<file path="config.mk">
export PLATFORM = sky130hd
export DESIGN_NAME = crc_clock_ready_irq_control
export DESIGN_NICKNAME = d
export VERILOG_FILES = /design/src/crc_clock_ready_irq_control.v /design/src/crc_sync.v
export VERILOG_INCLUDE_DIRS = /design/src
export SDC_FILE = /design/constraint.sdc
export NUM_CORES = 1
export LEC_CHECK = 0
export ABC_CLOCK_PERIOD_IN_PS = 1840
export BUFFER_PORTS_ARGS = -buffer_cell sky130_fd_sc_hd__buf_4
export CAP_MARGIN = 15
export CORE_ASPECT_RATIO = 1.75
export CORE_UTILIZATION = 45
export DETAILED_ROUTE_END_ITERATION = 8
export GPL_TIMING_DRIVEN = 0
export PLACE_DENSITY = 0.82
export SETUP_SLACK_MARGIN = 0.02
export SYNTH_ARGS = -nofsm -noshare
export SYNTH_HDL_FRONTEND = slang
export SYNTH_HIERARCHICAL = 1
export SYNTH_SLANG_ARGS = --single-unit
</file>
<file path="constraint.sdc">
create_clock -name clk_sys -period 1.84 [get_ports clk_sys]
set_input_delay 0.184 -clock clk_sys [delete_from_list [all_inputs] [get_ports clk_sys]]
set_output_delay 0.184 -clock clk_sys [all_outputs]
set_load 0.01 [all_outputs]
</file>
<file path="src/crc_defs.vh">
`ifndef CRC_DEFS_VH
`define CRC_DEFS_VH
`define CRC_ADDR_W          4
`define CRC_OFS_CTRL        4'h0
`define CRC_OFS_READY       4'h4
`define CRC_OFS_EVT_STAT    4'h8
`define CRC_OFS_EVT_MASK    4'hc
`define CRC_BIT_FAIL_FLAG   7
`define CRC_BIT_LSI_EN      8
`define CRC_BIT_LSE_EN      9
`define CRC_BIT_HSI_EN      10
`define CRC_BIT_HS_EXT_EN   11
`define CRC_BIT_FAIL_CLR    23
`define CRC_BIT_RDY_LSI     0
`define CRC_BIT_RDY_LSE     1
`define CRC_BIT_RDY_HSI     2
`define CRC_BIT_RDY_HS_EXT  3
`define CRC_EN_RESET        4'h0
`define CRC_RDY_RESET       4'h0
`define CRC_EVT_W           5
`define CRC_EVT_RESET       5'h00
`define CRC_EVT_MASK_RESET  5'h00
`endif

</file>
<file path="src/crc_clock_ready_irq_control.v">
// Design decisions made here: the Wishbone slave port and the address map.
`timescale 1ns/10ps
`default_nettype none
`include "crc_defs.vh"
module crc_clock_ready_irq_control (
    input  wire        clk_sys,
    input  wire        reset,
    input  wire        wb_cyc_i,
    input  wire        wb_stb_i,
    input  wire        wb_we_i,
    input  wire [3:0]  wb_adr_i,
    input  wire [3:0]  wb_sel_i,
    input  wire [31:0] wb_dat_i,
    output reg  [31:0] wb_dat_o,
    output reg         wb_ack_o,
    output wire        wb_err_o,
    input  wire        osc_fail_in,
    input  wire [3:0]  osc_ready_in,
    output wire        clock_irq,
    output wire        event_irq
);
    wire [4:0] sync_q;
    crc_sync #(.W(`CRC_EVT_W)) u_sync (
        .clk_sys (clk_sys),
        .reset   (reset),
        .d       ({osc_fail_in, osc_ready_in}),
        .q       (sync_q)
    );
    wire       fail_s  = sync_q[4];
    wire [3:0] ready_s = sync_q[3:0];

    reg        clock_failure_flag;
    reg [3:0]  ready_flag;
    reg [3:0]  ready_prev;
    reg        fail_prev;
    reg        low_speed_internal_ready_irq_en;
    reg        low_speed_external_ready_irq_en;
    reg        high_speed_internal_ready_irq_en;
    reg        high_speed_external_ready_irq_en;
    reg [4:0]  evt_stat;
    reg [4:0]  evt_mask;

    function sel_hit;
        input [3:0] sel;
        input integer bitpos;
        begin
            sel_hit = sel[bitpos/8];
        end
    endfunction

    wire req      = wb_cyc_i & wb_stb_i & ~wb_ack_o;
    wire wr       = req & wb_we_i;
    wire mapped   = (wb_adr_i == `CRC_OFS_CTRL) | (wb_adr_i == `CRC_OFS_READY) |
                    (wb_adr_i == `CRC_OFS_EVT_STAT) | (wb_adr_i == `CRC_OFS_EVT_MASK);
    wire wr_ctrl  = wr & (wb_adr_i == `CRC_OFS_CTRL);
    wire wr_stat  = wr & (wb_adr_i == `CRC_OFS_EVT_STAT) & wb_sel_i[0];
    wire wr_mask  = wr & (wb_adr_i == `CRC_OFS_EVT_MASK) & wb_sel_i[0];
    wire fail_clr = wr_ctrl & sel_hit(wb_sel_i, `CRC_BIT_FAIL_CLR) &
                    wb_dat_i[`CRC_BIT_FAIL_CLR];
    wire en_wr    = wr_ctrl & sel_hit(wb_sel_i, `CRC_BIT_LSI_EN);
    assign wb_err_o = 1'b0;

    wire [3:0] ready_rise = ready_s & ~ready_prev;
    wire       fail_rise  = fail_s & ~fail_prev;
    wire [3:0] en_vec = {high_speed_external_ready_irq_en, high_speed_internal_ready_irq_en,
                         low_speed_external_ready_irq_en, low_speed_internal_ready_irq_en};

    always @(posedge clk_sys) begin
        if (reset) begin
            clock_failure_flag <= 1'b0;
            ready_flag <= `CRC_RDY_RESET;
            ready_prev <= 4'h0;
            fail_prev  <= 1'b0;
            low_speed_internal_ready_irq_en  <= 1'b0;
            low_speed_external_ready_irq_en  <= 1'b0;
            high_speed_internal_ready_irq_en <= 1'b0;
            high_speed_external_ready_irq_en <= 1'b0;
            evt_stat <= `CRC_EVT_RESET;
            evt_mask <= `CRC_EVT_MASK_RESET;
        end else begin
            ready_prev <= ready_s;
            fail_prev  <= fail_s;
            // set beats clear when failure lands with the clear write
            if (fail_s)
                clock_failure_flag <= 1'b1;
            else if (fail_clr)
                clock_failure_flag <= 1'b0;
            // ready flags latch; cleared only by reset here
            ready_flag <= ready_flag | ready_rise;
            if (en_wr) begin
                low_speed_internal_ready_irq_en  <= wb_dat_i[`CRC_BIT_LSI_EN];
                low_speed_external_ready_irq_en  <= wb_dat_i[`CRC_BIT_LSE_EN];
                high_speed_internal_ready_irq_en <= wb_dat_i[`CRC_BIT_HSI_EN];
                high_speed_external_ready_irq_en <= wb_dat_i[`CRC_BIT_HS_EXT_EN];
            end
            if (wr_mask)
                evt_mask <= wb_dat_i[`CRC_EVT_W-1:0];
            evt_stat <= (evt_stat & ~(wr_stat ? wb_dat_i[`CRC_EVT_W-1:0] : 5'h00))
                        | {fail_rise, ready_rise};
        end
    end

    assign clock_irq = (|(ready_flag & en_vec)) | clock_failure_flag;
    assign event_irq = |(evt_stat & evt_mask);

    always @(posedge clk_sys) begin
        if (reset) begin
            wb_ack_o <= 1'b0;
            wb_dat_o <= 32'h0000_0000;
        end else begin
            wb_ack_o <= req;
            wb_dat_o <= 32'h0000_0000;
            if (req & ~wb_we_i & mapped) begin
                case (wb_adr_i)
                    `CRC_OFS_CTRL: begin
                        wb_dat_o[`CRC_BIT_FAIL_FLAG] <= clock_failure_flag;
                        wb_dat_o[`CRC_BIT_HS_EXT_EN:`CRC_BIT_LSI_EN] <= en_vec;
                    end
                    `CRC_OFS_READY: begin
                        wb_dat_o[`CRC_BIT_RDY_HS_EXT:`CRC_BIT_RDY_LSI] <= ready_flag;
                    end
                    `CRC_OFS_EVT_STAT: wb_dat_o[4:0] <= evt_stat;
                    `CRC_OFS_EVT_MASK: wb_dat_o[4:0] <= evt_mask;
                    default:           wb_dat_o <= 32'h0000_0000;
                endcase
            end
        end
    end
endmodule
`default_nettype wire

</file>
<file path="src/crc_sync.v">
`timescale 1ns/10ps
`default_nettype none
module crc_sync #(
    parameter W = 5
) (
    input  wire         clk_sys,
    input  wire         reset,
    input  wire [W-1:0] d,
    output reg  [W-1:0] q
);
    reg [W-1:0] meta;
    always @(posedge clk_sys) begin
        if (reset) begin
            meta <= {W{1'b0}};
            q    <= {W{1'b0}};
        end else begin
            meta <= d;
            q    <= meta;
        end
    end
endmodule
`default_nettype wire

</file>
==> summary.md <==
| Metric | Value |
|---|---|
| Vias | `1402` |
| Final core utilization | `0.6143` |
| CP top delay family | `simple AND/OR/NAND/NOR gates` |
| Top post-synthesis cells by area | `dfxtp_1 (48%), buf_4 (9.1%), nor2b_1 (7.6%)` |
| Most common library cells after synthesis | `dfxtp_1 (45), buf_4 (23), nor2b_1 (23), nand2b_1 (19), nor2_1 (17)` |
| Kind of critical path | `reg -> reg` |
| Root Buffer | `clkbuf_8` |
| Layout cells sized above 1 | `0.3242` |
| Part of the power in combinational logic | `0.111` |
| HPWL Detailed | `2620 microns` |
| Chip height | `87.86 microns` |
| First-pass GRT wire length | `5651 microns` |
| Maximum fanout along the worst path | `5` |
| Diodes inserted | `0` |
| Cts hold-fix bufs | `0` |
| Sw Ratio | `0.2423` |
| Clock sink total | `45` |
| Register area share after synthesis | `0.4752` |
| Iteration-0 DRC Markers | `44` |
| # IOs | `86` |
| Initial antenna violation count | `0` |
| CTS max path bufs | `2` |
| Fin nets | `305` |
| Worst path max stage delay | `0.52 ns` |
| H-tree depth | `2` |
| Worst slew pin tran | `0.6304 ns` |
| Vias per Instance | `4.612` |
| Number of CTS-inserted buffers | `5` |
| Normalized max-slew margin | `0.5797` |
| Clock Power Share | `0.332` |
| Tot GR Track Use | `0.1706` |
| Worst Path Required | `2.07 ns` |
| Final Hold Fails | `0` |
| Synth top area share | `0.4752` |
| Leakage | `1.040 nW` |
| Antenna Nets Post-Route | `0` |
| RSZ-0062 raised after global routing | `false` |
| Clk_skew | `0.006589 ns` |
| Buf/Inv on CP | `0` |
| Post-CTS Setup Bufs | `0` |
| Crit path launch type | `flop` |
| Largest area contributor in the synthesized netlist | `dfxtp_1` |
| Global placer's final weighted congestion | `0.7735` |
| Syn Inst Count | `187` |
| TritonCTS clock tree | `built` |
| Vias in the first global route | `1322` |
| Min-delay worst type | `in -> reg` |
| Syn Std Cell Area | `1896 sq um` |
| Starting density of the core | `0.4810` |
| Worst hold slack | `0.08240 ns` |
| Worst VDD drop | `636.3 uV` |
| DRC | `0` |
| P_sw | `0.4411 mW` |
| Final min period | `1.494 ns` |
| Sequential share of power | `0.557` |
| Fill cells | `359` |
| Pwr dens | `751.9 nW/um^2` |
| Row Count | `30` |
| Area Growth Syn to Fin | `27.72%` |
| Highest clock rate | `669.4 MHz` |
| Slew Limit Fails | `0` |
| # setup viols final | `0` |
| Post-Route Setup TNS | `0 ns` |
| Final setup margin | `0.3461 ns` |
| Die width | `51.06 microns` |
| Port Buffers | `39` |
| Final period utilization | `0.8119` |
| Synthesized area per cell | `10.14 sq um` |
| Full die area | `4486 sq um` |
| WL/cell | `11.22 microns` |
| Post-synth ARST share | `0` |
| Worst Path Arrival | `1.73 ns` |
| Number of synthesized flops with an enable pin | `0` |
| Drt total wl | `3410 microns` |
| Worst path slowest cell | `nor3_2` |
| Power Internal | `1.379 mW` |
| Gr ovfl total | `0` |
| Reg clk slew, reported paths | `0.09 ns` |
| #FFs+latches synth | `45` |
| Top-count cell post-synth | `dfxtp_1` |
| Post-Place Setup Slack | `0.09131 ns` |
| Critical path endpoint category | `flop` |
| Drt pass-1 iters | `5` |
| Clk_lat worst skew | `0.30 ns` |
| Max Cap Viol | `0` |
| Synth Flop Type | `dfxtp_1` |
| Cell Chain, Critical Path | `nand4b_1 -> nor3_2 -> mux2i_1` |
| Status | `finished clean` |
| Overall power after layout | `1.820 mW` |
| Post-cts repair resize count | `0` |
| Core area | `3941 sq um` |
| Synth Warn # | `6` |
| Largest net degree at the start of global routing | `16` |
| Post-synth cell types | `30` |
## layer usage
layer	vias up	part of all wire	global-route usage
li1	717	-	-
met1	636	0.38	0.1649
met2	44	0.55	0.3242
met3	5	0.058	0.04688
met4	0	0.015	0.07576
met5	-	0	0
## per-stage QoR
| stage | cells | cell area (sq um) |
|---|---|---|
| 3_3_place_gp | 296 | 2331 |
| 5_1_grt | 304 | 2421 |
| 4_1_cts | 304 | 2421 |
| 3_5_place_dp | 296 | 2331 |
| 2_1_floorplan | 209 | 1978 |
| 6_report | 304 | 2421 |
## sequential cells by signal (all words and copies together), names as in the netlist, 4 cells and up
register / cells
ready_prev: 4
u_sync/meta: 5
wb_dat_o: 10
evt_stat: 5
u_sync/q: 5
ready_flag: 4
evt_mask: 5
## layout make-up
type | instances | area [sq um] | share of cell area
timing repair buffer | 39 | 292.8 | 0.1209
clock inverter | 3 | 21.27 | 0.008786
multi-input combinational | 131 | 858.3 | 0.3545
inverter | 3 | 11.26 | 0.004651
tap | 48 | 60.06 | 0.02481
clock buffer | 5 | 68.82 | 0.02842
sequential | 45 | 900.9 | 0.3721
buffer | 30 | 207.7 | 0.08579
## cells in the final DEF (no fill, tap or decap), types with 5 or more instances in the layout
cell	netlist	layout
buf_4	23	62
dfxtp_1	45	45
nor2b_1	23	23
conb_1	1	23
nand2b_1	19	19
nor2_1	17	17
mux2i_1	10	10
a22oi_1	5	5
clkbuf_8	0	5
## kinds of logic (layout without fill, tap and decap cells)
family	Yosys count	count (layout)	synth area share
DFF	45	45	0.4752
and+or+nand+nor	79	79	0.2706
muxes	14	14	0.07657
buffers and inverters	33	80	0.1155
AOI/OAI and AO/OA	15	15	0.06007
other	1	23	0.001978
## power by group through the flow
stage / registers, mW / logic (mW) / clock network (mW)
after floorplan: 1.03 / 0.133 / 0
after global placement: 1.04 / 0.199 / 0
after detailed placement: 1.04 / 0.201 / 0
after CTS: 1.01 / 0.202 / 0.620
after global routing: 1.02 / 0.225 / 0.659
final: 1.01 / 0.203 / 0.604
## path summary, 6_finish.rpt
| kind | startpoint | endpoint | slack [ns] | cells after the start |
|---|---|---|---|---|
| worst min register to register | fail_prev$_SDFF_PP0_ | evt_stat[4]$_SDFF_PP0_ | 0.44 | 1 |
| worst max register to register | wb_ack_o$_SDFF_PP0_ | evt_mask[1]$_SDFFE_PP0P_ | 0.35 | 3 |
| worst max-delay path | wb_ack_o$_SDFF_PP0_ | evt_mask[1]$_SDFFE_PP0P_ | 0.35 | 3 |
| worst min-delay path | osc_ready_in[2] | u_sync/meta[2]$_SDFF_PP0_ | 0.08 | 2 |
(Power assumes the default switching activity.)
